$ cat src/shared/tss_regs.svh
// register offsets, field positions, reset values and step encodings of the step sequencer
// assumes byte addresses on an 8-bit register port, one 32-bit word per register
`ifndef TSS_REGS_SVH
`define TSS_REGS_SVH

`define TSS_OFF_CTRL 8'h00
`define TSS_OFF_STATUS 8'h04
`define TSS_OFF_INT_STATUS 8'h08
`define TSS_OFF_INT_MASK 8'h0C
`define TSS_OFF_ADJUST 8'h10
`define TSS_OFF_HOLD 8'h14
`define TSS_OFF_C0_LIMIT 8'h18
`define TSS_OFF_C1_LIMIT 8'h1C
`define TSS_OFF_C0 8'h20
`define TSS_OFF_C1 8'h24
`define TSS_OFF_T0_LIMIT 8'h28
`define TSS_OFF_T1_LIMIT 8'h2C
`define TSS_OFF_SD_LIMIT 8'h30
`define TSS_OFF_LITERAL 8'h34
`define TSS_OFF_ADC_SEL 8'h38
// step queue: 32 entries at 0x80 + 4*index, bit 7 of the address selects it
`define TSS_QUEUE_BIT 7

`define TSS_CTRL_EN_BIT 0
`define TSS_CTRL_START_BIT 1
`define TSS_STAT_BUSY_BIT 8
`define TSS_STAT_WAIT_BIT 9

`define TSS_RESET_WORD 16'h0000

`define TSS_CMD_CTRL 4'h0
`define TSS_CMD_ADD_COPY 4'h1
`define TSS_CMD_WAIT_RISE 4'h4
`define TSS_CMD_WAIT_FALL 4'h5
`define TSS_CMD_RESERVED 4'h6
`define TSS_CMD_IRQ 4'h7
`define TSS_CMD3_STROBE 3'h1
`define TSS_CMD3_TRIG 3'h4
`define TSS_CMD3_JUMP 3'h5
`define TSS_CMD3_JUMP_C0 3'h6
`define TSS_CMD3_JUMP_C1 3'h7

`define TSS_CTRL_OPT_STOP 4'h1
`define TSS_CTRL_OPT_CLR_CNT 4'h2
`define TSS_OPT_COPY_BIT 3
`define TSS_TGT_T0_LIMIT 3'h0
`define TSS_TGT_T1_LIMIT 3'h1
`define TSS_TGT_SD_LIMIT 3'h2
`define TSS_TGT_C0_LIMIT 3'h3
`define TSS_TGT_C1_LIMIT 3'h4
`define TSS_TGT_LITERAL 3'h5

`endif

$ cat src/shared/tss_pkg.sv
// types shared by the step sequencer and its trigger edge detector
// assumes nothing beyond a SystemVerilog compiler
package tss_pkg;
  typedef logic [15:0] tss_trig_in_t;
  typedef logic [31:0] tss_trig_out_t;
  typedef logic [15:0] tss_word_t;
  typedef struct packed {
    logic [3:0] cmd;
    logic [3:0] opt;
  } tss_step_t;
  typedef enum logic [2:0] {
    st_idle = 3'b001,
    st_exec = 3'b010,
    st_wait = 3'b100
  } tss_fsm_t;
  typedef struct packed {
    tss_fsm_t state;
    logic enable;
    logic start;
    logic [4:0] qptr;
    tss_word_t c0;
    tss_word_t c1;
    tss_word_t c0_limit;
    tss_word_t c1_limit;
    tss_word_t adjust;
    tss_word_t hold;
    tss_word_t t0_limit;
    tss_word_t t1_limit;
    tss_word_t sd_limit;
    tss_word_t literal;
    logic [4:0] adc_sel;
    tss_trig_out_t trig_out;
    tss_word_t int_status;
    tss_word_t int_mask;
    logic [31:0] rdata;
    logic [31:0][7:0] queue;
  } tss_state_t;
  typedef struct packed {
    tss_trig_in_t prev;
  } tss_edge_state_t;
endpackage : tss_pkg

$ cat src/shared/tss_edge_if.sv
// carries trigger levels into the edge detector and edge strobes back out
// assumes both ends run on the sequencer clock
`timescale 1ns/1ps
`default_nettype none
interface tss_edge_if;
  tss_pkg::tss_trig_in_t trig_level;
  tss_pkg::tss_trig_in_t rise;
  tss_pkg::tss_trig_in_t fall;
  modport detector (input trig_level, output rise, output fall);
  modport user (output trig_level, input rise, input fall);
endinterface : tss_edge_if
`default_nettype wire

$ cat src/logic/tss_edge_detect.sv
// rising and falling edge detector for the sixteen trigger inputs
// assumes trigger inputs are already synchronous to i_ref_clk
`timescale 1ns/1ps
`default_nettype none
module tss_edge_detect (
  input wire logic i_ref_clk,
  input wire logic i_reset_n,
  tss_edge_if.detector e
);
  import tss_pkg::*;
  tss_edge_state_t s;
  tss_edge_state_t next_s;

  always_comb begin
    next_s = s;
    next_s.prev = e.trig_level;
  end

  always_ff @(posedge i_ref_clk or negedge i_reset_n) begin
    if (!i_reset_n) begin
      s <= '0;
    end else begin
      s <= next_s;
    end
  end

  // compare against the previous sample of the same clock
  assign e.rise = e.trig_level & ~s.prev;
  assign e.fall = ~e.trig_level & s.prev;
endmodule : tss_edge_detect
`default_nettype wire

$ cat src/logic/tss_sequencer.sv
// trigger step sequencer: runs 8-bit step commands from a 32-entry queue
// assumes a single-cycle register port (read data one cycle after the strobe)
// and trigger inputs synchronous to i_ref_clk
//
// Overview of operation
// - opcode 0000 runs the control operation picked by the option nibble.
// - opcode 0001 adds the adjust value into the option-selected target register.
// - the copy form moves the hold value into the option-selected target register.
// - opcode 001x loads bit0 and option into the ADC positive input select.
// - opcode 0100 stalls until a rising edge on the selected trigger input.
// - opcode 0101 stalls until a falling edge on the selected trigger input.
// - opcode 0110 and reserved options execute as a step with no effect.
// - opcode 0111 raises the interrupt request picked by the option nibble.
// - opcode 100x pulses the trigger output picked by bit0 and option.
// - opcode 101x loads bit0 and option into the queue pointer.
// - opcode 110x with counter 0 at its limit just advances the pointer.
// - otherwise counter 0 increments and execution jumps to bit0 and option.
// - opcode 111x does the same using counter 1 and its limit.
// - the counter 1 limit serves both the counted jump and general counter 1.
// - the hold register keeps software data for the copy step.
// - hold and counter 1 limit ignore software writes while enabled and started.
//
// The register offsets and the strobed register port are this design's own decisions.
`timescale 1ns/1ps
`default_nettype none
`include "tss_regs.svh"
module tss_sequencer (
  input wire logic i_ref_clk,
  input wire logic i_reset_n,
  input wire logic [7:0] i_addr,
  input wire logic [31:0] i_wdata,
  input wire logic i_wr,
  input wire logic i_rd,
  output logic [31:0] o_rdata,
  input wire tss_pkg::tss_trig_in_t i_trig_in,
  output tss_pkg::tss_trig_out_t o_trig_out,
  output logic [4:0] o_adc_pos_sel,
  output logic o_irq
);
  import tss_pkg::*;

  tss_state_t s;
  tss_state_t next_s;
  tss_step_t step;
  logic running;
  logic stepping;
  logic [4:0] step_target;
  tss_edge_if edge_bus ();

  assign edge_bus.trig_level = i_trig_in;

  tss_edge_detect u_edge (
    .i_ref_clk(i_ref_clk),
    .i_reset_n(i_reset_n),
    .e(edge_bus.detector)
  );

  assign running = s.enable & s.start;
  assign stepping = ((s.state == st_exec) || (s.state == st_wait)) && running;
  assign step = s.queue[s.qptr];
  assign step_target = {step.cmd[0], step.opt};

  function automatic logic [31:0] read_reg(input logic [7:0] a, input tss_state_t r);
    logic [31:0] v;
    v = 32'h0000_0000;
    if (a[`TSS_QUEUE_BIT]) begin
      v = {24'h00_0000, r.queue[a[6:2]]};
    end else begin
      case (a)
        `TSS_OFF_CTRL: begin
          v[`TSS_CTRL_EN_BIT] = r.enable;
          v[`TSS_CTRL_START_BIT] = r.start;
        end
        `TSS_OFF_STATUS: begin
          v[4:0] = r.qptr;
          v[`TSS_STAT_BUSY_BIT] = (r.state != st_idle);
          v[`TSS_STAT_WAIT_BIT] = (r.state == st_wait);
        end
        `TSS_OFF_INT_STATUS: v[15:0] = r.int_status;
        `TSS_OFF_INT_MASK: v[15:0] = r.int_mask;
        `TSS_OFF_ADJUST: v[15:0] = r.adjust;
        `TSS_OFF_HOLD: v[15:0] = r.hold;
        `TSS_OFF_C0_LIMIT: v[15:0] = r.c0_limit;
        `TSS_OFF_C1_LIMIT: v[15:0] = r.c1_limit;
        `TSS_OFF_C0: v[15:0] = r.c0;
        `TSS_OFF_C1: v[15:0] = r.c1;
        `TSS_OFF_T0_LIMIT: v[15:0] = r.t0_limit;
        `TSS_OFF_T1_LIMIT: v[15:0] = r.t1_limit;
        `TSS_OFF_SD_LIMIT: v[15:0] = r.sd_limit;
        `TSS_OFF_LITERAL: v[15:0] = r.literal;
        `TSS_OFF_ADC_SEL: v[4:0] = r.adc_sel;
        default: v = 32'h0000_0000;
      endcase
    end
    return v;
  endfunction : read_reg

  // current value of an add/copy target; 6 and 7 select nothing
  function automatic tss_word_t target_value(input logic [2:0] sel, input tss_state_t r);
    tss_word_t v;
    v = `TSS_RESET_WORD;
    case (sel)
      `TSS_TGT_T0_LIMIT: v = r.t0_limit;
      `TSS_TGT_T1_LIMIT: v = r.t1_limit;
      `TSS_TGT_SD_LIMIT: v = r.sd_limit;
      `TSS_TGT_C0_LIMIT: v = r.c0_limit;
      `TSS_TGT_C1_LIMIT: v = r.c1_limit;
      `TSS_TGT_LITERAL: v = r.literal;
      default: v = `TSS_RESET_WORD;
    endcase
    return v;
  endfunction : target_value

  always_comb begin
    tss_word_t clr;
    tss_word_t set;
    tss_word_t tval;
    logic adv;
    clr = '0;
    set = '0;
    tval = `TSS_RESET_WORD;
    adv = 1'b0;
    next_s = s;
    next_s.rdata = 32'h0000_0000;
    next_s.trig_out = '0;

    // software side
    if (i_wr) begin
      case (i_addr)
        `TSS_OFF_CTRL: begin
          next_s.enable = i_wdata[`TSS_CTRL_EN_BIT];
          next_s.start = i_wdata[`TSS_CTRL_START_BIT];
        end
        `TSS_OFF_INT_STATUS: clr = i_wdata[15:0];
        `TSS_OFF_INT_MASK: next_s.int_mask = i_wdata[15:0];
        `TSS_OFF_ADJUST: next_s.adjust = i_wdata[15:0];
        `TSS_OFF_HOLD: begin
          if (!running) begin
            next_s.hold = i_wdata[15:0];
          end
        end
        `TSS_OFF_C0_LIMIT: next_s.c0_limit = i_wdata[15:0];
        `TSS_OFF_C1_LIMIT: begin
          if (!running) begin
            next_s.c1_limit = i_wdata[15:0];
          end
        end
        // live counters are only writable while the queue is not running
        `TSS_OFF_C0: begin
          if (!running) begin
            next_s.c0 = i_wdata[15:0];
          end
        end
        `TSS_OFF_C1: begin
          if (!running) begin
            next_s.c1 = i_wdata[15:0];
          end
        end
        `TSS_OFF_T0_LIMIT: next_s.t0_limit = i_wdata[15:0];
        `TSS_OFF_T1_LIMIT: next_s.t1_limit = i_wdata[15:0];
        `TSS_OFF_SD_LIMIT: next_s.sd_limit = i_wdata[15:0];
        `TSS_OFF_LITERAL: next_s.literal = i_wdata[15:0];
        default: begin
          if (i_addr[`TSS_QUEUE_BIT]) begin
            next_s.queue[i_addr[6:2]] = i_wdata[7:0];
          end
        end
      endcase
    end
    if (i_rd) begin
      next_s.rdata = read_reg(i_addr, s);
    end

    // step engine; a step written by software this cycle runs from the next
    case (s.state)
      st_idle: begin
        if (running) begin
          next_s.state = st_exec;
          next_s.qptr = 5'h00;
        end
      end
      st_exec, st_wait: begin
        if (!running) begin
          next_s.state = st_idle;
        end else begin
          adv = 1'b1;
          next_s.state = st_exec;
          case (step.cmd)
            `TSS_CMD_CTRL: begin
              case (step.opt)
                `TSS_CTRL_OPT_STOP: next_s.start = 1'b0;
                `TSS_CTRL_OPT_CLR_CNT: begin
                  next_s.c0 = `TSS_RESET_WORD;
                  next_s.c1 = `TSS_RESET_WORD;
                end
                default: ;
              endcase
            end
            `TSS_CMD_ADD_COPY: begin
              if (step.opt[`TSS_OPT_COPY_BIT]) begin
                tval = s.hold;
              end else begin
                tval = tss_word_t'(target_value(step.opt[2:0], s) + s.adjust);
              end
              case (step.opt[2:0])
                `TSS_TGT_T0_LIMIT: next_s.t0_limit = tval;
                `TSS_TGT_T1_LIMIT: next_s.t1_limit = tval;
                `TSS_TGT_SD_LIMIT: next_s.sd_limit = tval;
                `TSS_TGT_C0_LIMIT: next_s.c0_limit = tval;
                `TSS_TGT_C1_LIMIT: next_s.c1_limit = tval;
                `TSS_TGT_LITERAL: next_s.literal = tval;
                default: ;
              endcase
            end
            `TSS_CMD_WAIT_RISE: begin
              if (!edge_bus.rise[step.opt]) begin
                adv = 1'b0;
                next_s.state = st_wait;
              end
            end
            `TSS_CMD_WAIT_FALL: begin
              if (!edge_bus.fall[step.opt]) begin
                adv = 1'b0;
                next_s.state = st_wait;
              end
            end
            `TSS_CMD_IRQ: set[step.opt] = 1'b1;
            default: begin
              case (step.cmd[3:1])
                `TSS_CMD3_STROBE: next_s.adc_sel = step_target;
                `TSS_CMD3_TRIG: next_s.trig_out[step_target] = 1'b1;
                `TSS_CMD3_JUMP: begin
                  adv = 1'b0;
                  next_s.qptr = step_target;
                end
                `TSS_CMD3_JUMP_C0: begin
                  if (s.c0 != s.c0_limit) begin
                    adv = 1'b0;
                    next_s.c0 = tss_word_t'(s.c0 + 16'h0001);
                    next_s.qptr = step_target;
                  end
                end
                `TSS_CMD3_JUMP_C1: begin
                  if (s.c1 != s.c1_limit) begin
                    adv = 1'b0;
                    next_s.c1 = tss_word_t'(s.c1 + 16'h0001);
                    next_s.qptr = step_target;
                  end
                end
                default: ;
              endcase
            end
          endcase
          if (adv) begin
            next_s.qptr = 5'(s.qptr + 5'h01);
          end
        end
      end
      default: next_s.state = st_idle;
    endcase

    // a step event in the clearing cycle survives the clear
    next_s.int_status = (s.int_status & ~clr) | set;
  end

  always_ff @(posedge i_ref_clk or negedge i_reset_n) begin
    if (!i_reset_n) begin
      s <= '0;
      s.state <= st_idle;
    end else begin
      s <= next_s;
    end
  end

  assign o_rdata = s.rdata;
  assign o_trig_out = s.trig_out;
  assign o_adc_pos_sel = s.adc_sel;
  assign o_irq = |(s.int_status & s.int_mask);
endmodule : tss_sequencer
`default_nettype wire

$ cat config.mk
export PLATFORM = sky130hd
export DESIGN_NAME = tss_sequencer
export DESIGN_NICKNAME = d
export VERILOG_FILES = /design/src/shared/tss_pkg.sv /design/src/shared/tss_edge_if.sv /design/src/logic/tss_edge_detect.sv /design/src/logic/tss_sequencer.sv
export VERILOG_INCLUDE_DIRS = /design/src /design/src/shared
export SDC_FILE = /design/constraint.sdc
export NUM_CORES = 1
export LEC_CHECK = 0
export ABC_AREA = 1
export BUFFER_PORTS_ARGS = -buffer_cell sky130_fd_sc_hd__buf_2
export CORE_ASPECT_RATIO = 0.9
export CORE_MARGIN = 2
export CORE_UTILIZATION = 48
export CTS_BUF_LIST = sky130_fd_sc_hd__clkbuf_16
export DETAILED_ROUTE_END_ITERATION = 16
export GPL_ROUTABILITY_DRIVEN = 1
export PLACE_DENSITY_LB_ADDON = 0.08
export SETUP_SLACK_MARGIN = 0.05
export SYNTH_ARGS = -nofsm -noshare
export SYNTH_HDL_FRONTEND = slang
export SYNTH_SLANG_ARGS = --single-unit
export TNS_END_PERCENT = 100
$ cat constraint.sdc
create_clock -name i_ref_clk -period 9.3 [get_ports i_ref_clk]
set_clock_uncertainty 0.05 [all_clocks]
set_input_delay 0.93 -clock i_ref_clk [delete_from_list [all_inputs] [get_ports i_ref_clk]]
set_output_delay 0.93 -clock i_ref_clk [all_outputs]
set_load 0.01 [all_outputs]
==> key figures, run 1 <==
Synth
  – Seq/Total Area, Yosys: 0.4460
  – Post-synthesis cell area: about 0.030 mm²
  – Yosys synthesis warning count: 0
  – Asr flop ratio synth: 1.000
  – #FFs+latches synth: roughly 530
  – Avg Inst Size Synth: ~7.6 µm²
  – Main synth FF type: dfrtp_1
  – Cell variety after synth: 61
  – Post-synth EDFFs: 0
  – Post-Synthesis Cells: ~3.9k

STA
  – Slew HR: 0.1699
  – Worst hold slack: about 230 ps
  – Unrepaired setup endpoints after global routing: false
  – Setup_tns: 0 ps
  – Post-layout min period: roughly 7400 ps
  – Hold violation total from the final report: 0
  – Fmax: 135.8 MHz
  – Worst Tran Pin Value: 1242 ps
  – Period utilisation layout: 0.7921
  – Slew Limit Fails: 0
  – Worst Slack Setup Final: 1934 ps
  – Final setup fails: 0

Critical path
  – Worst Path Buf+Inv: 3
  – Slowest cell on the critical path: dfrtp_2
  – Critical path class: reg -> reg
  – WP data required: 9790 ps
  – CP Data Arrival Time: about 8000 ps
  – Setup crit end kind: register
  – Reg2reg setup slack: between 1500 and 2000 ps
  – Crit start category: register
  – Cell mode on critical path: nand2_1
  – Crit-path leading delay family: simple AND/OR/NAND/NOR gates
  – Slowest stage delay, CP: just under 700 ps
  – Critical Path Fanout Max: 32

Power
  – Int Power: between 4000 and 5000 µW
  – Sw Ratio: 0.3307
  – Clk pwr share: 0.369
  – P_leak: 0.01444 µW
  – Comb power frac: 0.190
  – Pwr dens: 190.0 mW/mm²
  – Peak VDD IR: about 0.15 mV
  – Sw Pwr: roughly 2000 µW
  – Part of the power in registers: 0.441

Routing
  – Vias post-DR: roughly 29k
  – Initial DRC Count: ~3.9k
  – Post-DRT Antenna Nets: 0
  – First-pass DRT Iterations: 6
  – Vias per cell: ~6.2
  – DRC errors left: 0
  – Wire per inst: roughly 25 µm
  – Wirelength, routed: around 110,000 µm

Clocking
  – Post-CTS Setup Inserts: 0
  – H-Tree Depth: 2
  – Root Driver: clkbuf_16
  – CTS resizes: 0
  – Clk sinks: between 500 and 600
  – CTS tree: done
  – Clock Latency Late Sink: 640 ps
  – Total CTS buffers: a little under 60
  – CTS clock-pin slew for the worst setup and hold paths: approximately 60 ps
  – Max Root-Sink Buffers: 3
  – Cts hold-fix bufs: 0

Global route
  – GRT Total Usage: 0.3580
  – Global-route wire length before repair: around 170,000 µm
  – Initial antenna violation count: 8
  – Vias in the first global route: around 26k
  – GRT overflow: 0
  – Largest net degree at the start of global routing: between 100 and 150

Run status
  – Status: finished clean

Die
  – Die area: 0.06361 mm²
  – Starting Density: 0.4838
  – Die height: 239.5 µm
  – DIE WIDTH: approximately 270 µm
  – Core area: a little over 0.06 mm²
  – FP Rows: between 80 and 90
  – I/O pin count: 130

Finish
  – Fin nets: just under 4k
  – Fin cells: approximately 4.6k
  – Filler cells: around 6k
  – Area growth, synth to finish: 7.261%
  – Layout cells sized above 1: 0.08062

Placement
  – DP HPWL: slightly below 80,000 µm
  – Dpl ws: between 2000 and 2500 ps
  – # placed instances: approximately 4.5k
  – GP Congestion: 1.017
  – Port bufs: between 90 and 100

Min path
  – Worst Hold Class: in -> async

Job
  – Max_cap viols: 0
[layout by cell type (no fill, tap or decap), types with 5 or more instances in the layout]
| cell | synthesis | final |
|---|---|---|
| a31oi_1 | 17 | 17 |
| nor2_1 | 235 | 233 |
| o2111ai_1 | 22 | 22 |
| clkinv_1 | 10 | 23 |
| nand3_1 | 183 | 183 |
| o211ai_1 | 13 | 13 |
| nand2_2 | 11 | 13 |
| nor2_4 | 7 | 9 |
| buf_4 | 92 | 53 |
| buf_2 | 42 | 96 |
| o21ai_1 | 86 | 86 |
| inv_1 | 241 | 253 |
| or2_2 | 9 | 9 |
| xnor2_1 | 14 | 14 |
| conb_1 | 1 | 16 |
| o31ai_1 | 11 | 11 |
| nor3_2 | 2 | 6 |
| nor2_2 | 9 | 9 |
| a221oi_1 | 31 | 31 |
| nand2_1 | 993 | 991 |
| o221ai_1 | 34 | 34 |
| o21ai_0 | 649 | 649 |
| inv_2 | 12 | 15 |
| clkinv_2 | 0 | 10 |
| xor2_1 | 33 | 33 |
| a211oi_1 | 5 | 5 |
| a21oi_1 | 47 | 47 |
| ha_1 | 18 | 18 |
| a22o_1 | 5 | 5 |
| nand4_1 | 31 | 31 |
| o21a_1 | 5 | 5 |
| o22ai_1 | 206 | 206 |
| a2111oi_0 | 5 | 5 |
| clkbuf_16 | 0 | 59 |
| dfrtp_1 | 526 | 524 |
| nor4_1 | 11 | 11 |
| nor3_1 | 54 | 50 |
[sequential cells by signal (all words and copies together) (netlist names)]
register       flops
s                458
u_edge.s          16
o_adc_pos_sel      5
o_rdata           16
o_trig_out        32
[cell families (layout without fill, tap and decap cells)]
| kind of cell | after synthesis | in the layout | synth area share |
|---|---|---|---|
| compound gates | 1147 | 1147 | 0.2210 |
| xor+xnor | 47 | 47 | 0.01392 |
| fa+ha+maj | 19 | 19 | 0.008294 |
| buf+inv | 574 | 525 | 0.08958 |
| flops | 527 | 527 | 0.4460 |
| mux | 4 | 4 | 0.001354 |
| other cells | 1 | 17 | 0.0001268 |
| simple gates | 1560 | 1560 | 0.2197 |
[through the flow]
stage,total power [µW],util,area (µm²)
2_1_floorplan,3381,-,29620
3_3_place_gp,3787,0.4898,29940
3_5_place_dp,3799,0.4898,29940
4_1_cts,6010,0.5189,31710
5_1_grt,6277,0.5189,31710
6_report,6026,0.5189,31720
[cells in the mapped netlist (4+ instances only)]
cell | count | area, µm²
o22ai_1 | 206 | 1289
ha_1 | 18 | 225.2
mux2i_1 | 4 | 40.04
nor4_1 | 11 | 68.82
buf_2 | 42 | 210.2
nand3_1 | 183 | 915.9
o21a_1 | 5 | 37.54
nand2_2 | 11 | 68.82
buf_1 | 9 | 33.78
inv_2 | 12 | 45.04
nor2_2 | 9 | 56.30
dfrtp_1 | 526 | 13160
a221oi_1 | 31 | 271.5
nand2_1 | 993 | 3727
o21ai_0 | 649 | 3248
a31oi_1 | 17 | 106.4
or2_2 | 9 | 56.30
clkinv_1 | 10 | 37.54
clkbuf_1 | 155 | 581.8
buf_6 | 11 | 123.9
nor2_1 | 235 | 882.1
nor3_1 | 54 | 270.3
o221ai_1 | 34 | 297.8
a21oi_1 | 47 | 235.2
nand4_1 | 31 | 193.9
buf_4 | 92 | 690.7
nor2_4 | 7 | 78.83
a211oi_1 | 5 | 37.54
inv_1 | 241 | 904.6
o211ai_1 | 13 | 97.59
o2111ai_1 | 22 | 192.7
xor2_1 | 33 | 289.0
a2111oi_0 | 5 | 43.79
o31ai_1 | 11 | 82.58
xnor2_1 | 14 | 122.6
o21ai_1 | 86 | 430.4
a22o_1 | 5 | 43.79
[layout make-up]
class                           instances  area (µm²)  share of cell area
Sequential cell                       527       13190              0.4160
Antenna cell                            1       2.502          0.00007890
Clock buffer                           59        1476             0.04655
Multi-Input combinational cell       2793       13830              0.4360
Inverter                              264       993.5             0.03132
Tap cell                              792       991.0             0.03125
Clock inverter                         50       297.8            0.009389
Timing Repair Buffer                  152       933.4             0.02943
[power by group through the flow]
stage	Clock [µW]	Combinational [µW]	Sequential, µW
finish	2220	1150	2660
global route	2330	1260	2680
CTS	2250	1110	2650
detailed placement	0	1110	2690
global placement	0	1100	2690
floorplan	0	740	2640
[layer usage]
layer  GRT usage  routed length [µm]  vias to the layer above
met3     0.09756               14060                      240
met2      0.4959               45870                     1698
met4      0.1115                3641                        8
li1            -                   -                    12995
met1      0.5387               50880                    13624
met5           0                  46                        -
[path summary, 6_finish.rpt]
path,start,to,depth (start not counted)
max,s[518],s[370],30
min,i_reset_n,s[18],1
max reg2reg,s[518],s[370],30
min reg2reg,s[302],s[302],2
max in group asynchronous,i_reset_n,s[129],3
min in group i_ref_clk,i_trig_in[6],u_edge.s[6],1
(Power assumes the default switching activity.)
==> run 2, diff against run 1 <==
==> constraint.sdc (replaced) <==
create_clock -name i_ref_clk -period 7.1 [get_ports i_ref_clk]
set_clock_uncertainty 0.05 [all_clocks]
set_input_delay 0.71 -clock i_ref_clk [delete_from_list [all_inputs] [get_ports i_ref_clk]]
set_output_delay 0.71 -clock i_ref_clk [all_outputs]
set_load 0.01 [all_outputs]
==> run 2 against run 1 <==
Against the previous run:
- utilization grew 0.28 points
- routed wire length down 0.63%
- largest power group unchanged
- fmax grew 14%
- total power up 32%
==> key figures, run 2 (synthesis gave the netlist of run 1 again) <==
Run status
  – Status: finished clean

Routing
  – Vias per cell: 6.135 (-0.39%)
  – Post-DRT Antenna Nets: 0 (unchanged)
  – First-pass DRT Iterations: 6 (unchanged)
  – Wire per inst: 24.44 µm (-1.0%)
  – Wirelength, routed: 113,800 µm (-0.63%)
  – DRC errors left: 0 (unchanged)
  – Initial DRC Count: 4,552 (+18%)
  – Vias post-DR: 28.56k (-0.0070%)

Critical path
  – Critical path class: reg -> reg
  – WP data required: 7610 ps (-2180 ps)
  – Critical Path Fanout Max: 66 (+110%)
  – Setup crit end kind: register
  – Crit start category: register
  – CP Data Arrival Time: 6970 ps (-890 ps)
  – Slowest stage delay, CP: 590 ps (-90 ps)
  – Cell mode on critical path: nand2_1
  – Slowest cell on the critical path: inv_4

Power
  – Sw Ratio: 0.3256 (-0.005034)
  – Final Power: 7945 µW (+32%)
  – Int Power: 5358 µW (+33%)
  – Part of the power in registers: 0.439 (-0.002)
  – Comb power frac: 0.193 (+0.003)
  – Sw Pwr: 2587 µW (+30%)
  – P_leak: 0.01452 µW (+0.59%)
  – Peak VDD IR: 0.2066 mV (+42%)
  – Clk pwr share: 0.368 (about the same)
  – Pwr dens: 249.2 mW/mm² (+31%)

Finish
  – Most common cell after layout, fill and taps aside: nand2_1
  – Most frequent cells in the layout: nand2_1 (991), o21ai_0 (648), dfrtp_1 (524)
  – Top reg by flops: s
  – Register area: 0.01319 mm² (unchanged)
  – Fin nets: 3,892 (+0.41%)
  – Fin cells: 4,656 (+0.39%)
  – Number of flip-flops in the largest register: 458 (unchanged)
  – Area growth, synth to finish: 7.833%
  – Multi-input gate area: 0.01382 mm² (about the same)
  – Final core utilization: 0.5217 (+0.002763)
  – Filler cells: 6,084 (+0.98%)
  – Layout cells sized above 1: 0.08342 (+0.002796)

Global route
  – GRT Total Usage: 0.3538 (-0.004248)
  – Initial antenna violation count: 8 (unchanged)
  – Vias in the first global route: 25.65k (-0.81%)
  – GRT overflow: 0 (unchanged)
  – Global-route wire length before repair: 169,100 µm (-1.4%)
  – Largest net degree at the start of global routing: 151 (+3.4%)

Clocking
  – Post-CTS Setup Inserts: 0 (unchanged)
  – Cts hold-fix bufs: 0 (unchanged)
  – Total CTS buffers: 56 (-5.1%)
  – H-Tree Depth: 2 (unchanged)
  – CTS tree: done
  – Root Driver: clkbuf_16
  – Clock Latency Late Sink: 650 ps (about the same)
  – CTS clock-pin slew for the worst setup and hold paths: 70 ps (about the same)
  – Max Root-Sink Buffers: 3 (unchanged)
  – Clk sinks: 527 (unchanged)

Die
  – Die area: 0.06361 mm² (unchanged)
  – I/O pin count: 130 (unchanged)
  – Starting Density: 0.4838 (unchanged)
  – Die height: 239.5 µm (unchanged)
  – FP Rows: 86 (unchanged)
  – Core area: 0.06112 mm² (unchanged)
  – DIE WIDTH: 265.6 µm (unchanged)

Min path
  – Worst Hold Class: in -> async

Placement
  – GP Congestion: 0.9984 (-1.8%)
  – Port bufs: 97 (unchanged)
  – DP HPWL: 76,630 µm (-0.31%)
  – Dpl ws: 678.7 ps (-1524 ps)
  – # placed instances: 4,547 (+0.42%)

STA
  – Final setup fails: 0 (unchanged)
  – Unrepaired setup endpoints after global routing: false
  – Worst Tran Pin Value: 1256 ps (+14.10 ps)
  – Slew Limit Fails: 0 (unchanged)
  – Slew HR: 0.1605 (-0.009384)
  – Setup_tns: 0 ps (unchanged)
  – Fmax: 154.6 MHz (+14%)
  – Period utilisation layout: 0.9108 (+0.1188)
  – Worst Slack Setup Final: 633.0 ps (-1301 ps)
  – Post-layout min period: 6467 ps (-899.4 ps)
  – Hold violation total from the final report: 0 (unchanged)

Job
  – Max_cap viols: 0 (unchanged)
-- run 2: cell types whose count changed in the layout (fill, tap and decap cells not counted), moves of 2 or more --
cell	change
bufinv_16	+3
clkinv_1	+3
clkinv_2	-5
buf_12	+2
diode_2	+3
inv_6	-2
nor2_4	-2
clkbuf_16	-2
buf_4	+17
nor2_2	+2
-- run 2: timing repair --
item,CTS,global route
endpoints found under the setup margin,0,6
gates resized for setup,0,1
hold endpoints to repair,0,0
-- run 2: path summary, 6_finish.rpt --
kind                               from  slack [ps]            to  cells past startpoint
setup / recovery                 s[517]         630        s[401]                     34
hold / removal                i_reset_n          60         s[53]                      1
setup reg to reg                 s[517]         630        s[401]                     34
hold reg to reg                  s[302]         430        s[302]                      2
max in group asynchronous     i_reset_n        5580  u_edge.s[15]                      2
min in group i_ref_clk     i_trig_in[2]         150   u_edge.s[2]                      1
-- run 2: worst max-delay path: cells and delay by family, from the launching register on --
family	cells	cell delay, ps
simple gates	17	2040
xor+xnor	1	60
compound gates	7	1130
flops	1	500
fa+ha+maj	2	640
buf+inv	7	1930
-- run 2: power groups by stage --
stage	registers [µW]	clock network (µW)	logic (µW)
6_report	3490	2920	1540
5_1_grt	3510	3070	1670
2_1_floorplan	3460	0	969
3_5_place_dp	3520	0	1490
4_1_cts	3480	2950	1490
3_3_place_gp	3530	0	1470
-- run 2: layout make-up --
| type | count | area share |
|---|---|---|
| multi-input combinational | 2793 | 0.4333 |
| sequential | 527 | 0.4138 |
| clock buffer | 57 | 0.04474 |
| timing repair buffer | 171 | 0.03453 |
| inverter | 264 | 0.03116 |
| tap | 792 | 0.03108 |
| clock inverter | 48 | 0.01103 |
| antenna | 4 | 0.0003139 |
-- run 2: stage by stage --
| step | cell area (µm²) | hold slack [ps] |
|---|---|---|
| after floorplan | 29620 | 364.4 |
| after global placement | 30100 | 417.9 |
| after detailed placement | 30100 | 423.7 |
| after CTS | 31870 | 54.36 |
| after global routing | 31880 | 96.69 |
| final | 31880 | 63.02 |
-- run 2: metal layers --
| layer | vias up | wire length (µm) | track usage |
|---|---|---|---|
| li1 | 13028 | - | - |
| met1 | 13543 | 49770 | 0.5358 |
| met3 | 227 | 14220 | 0.08934 |
| met4 | 8 | 3623 | 0.1168 |
| met5 | - | 48 | 0 |
| met2 | 1757 | 46120 | 0.4882 |
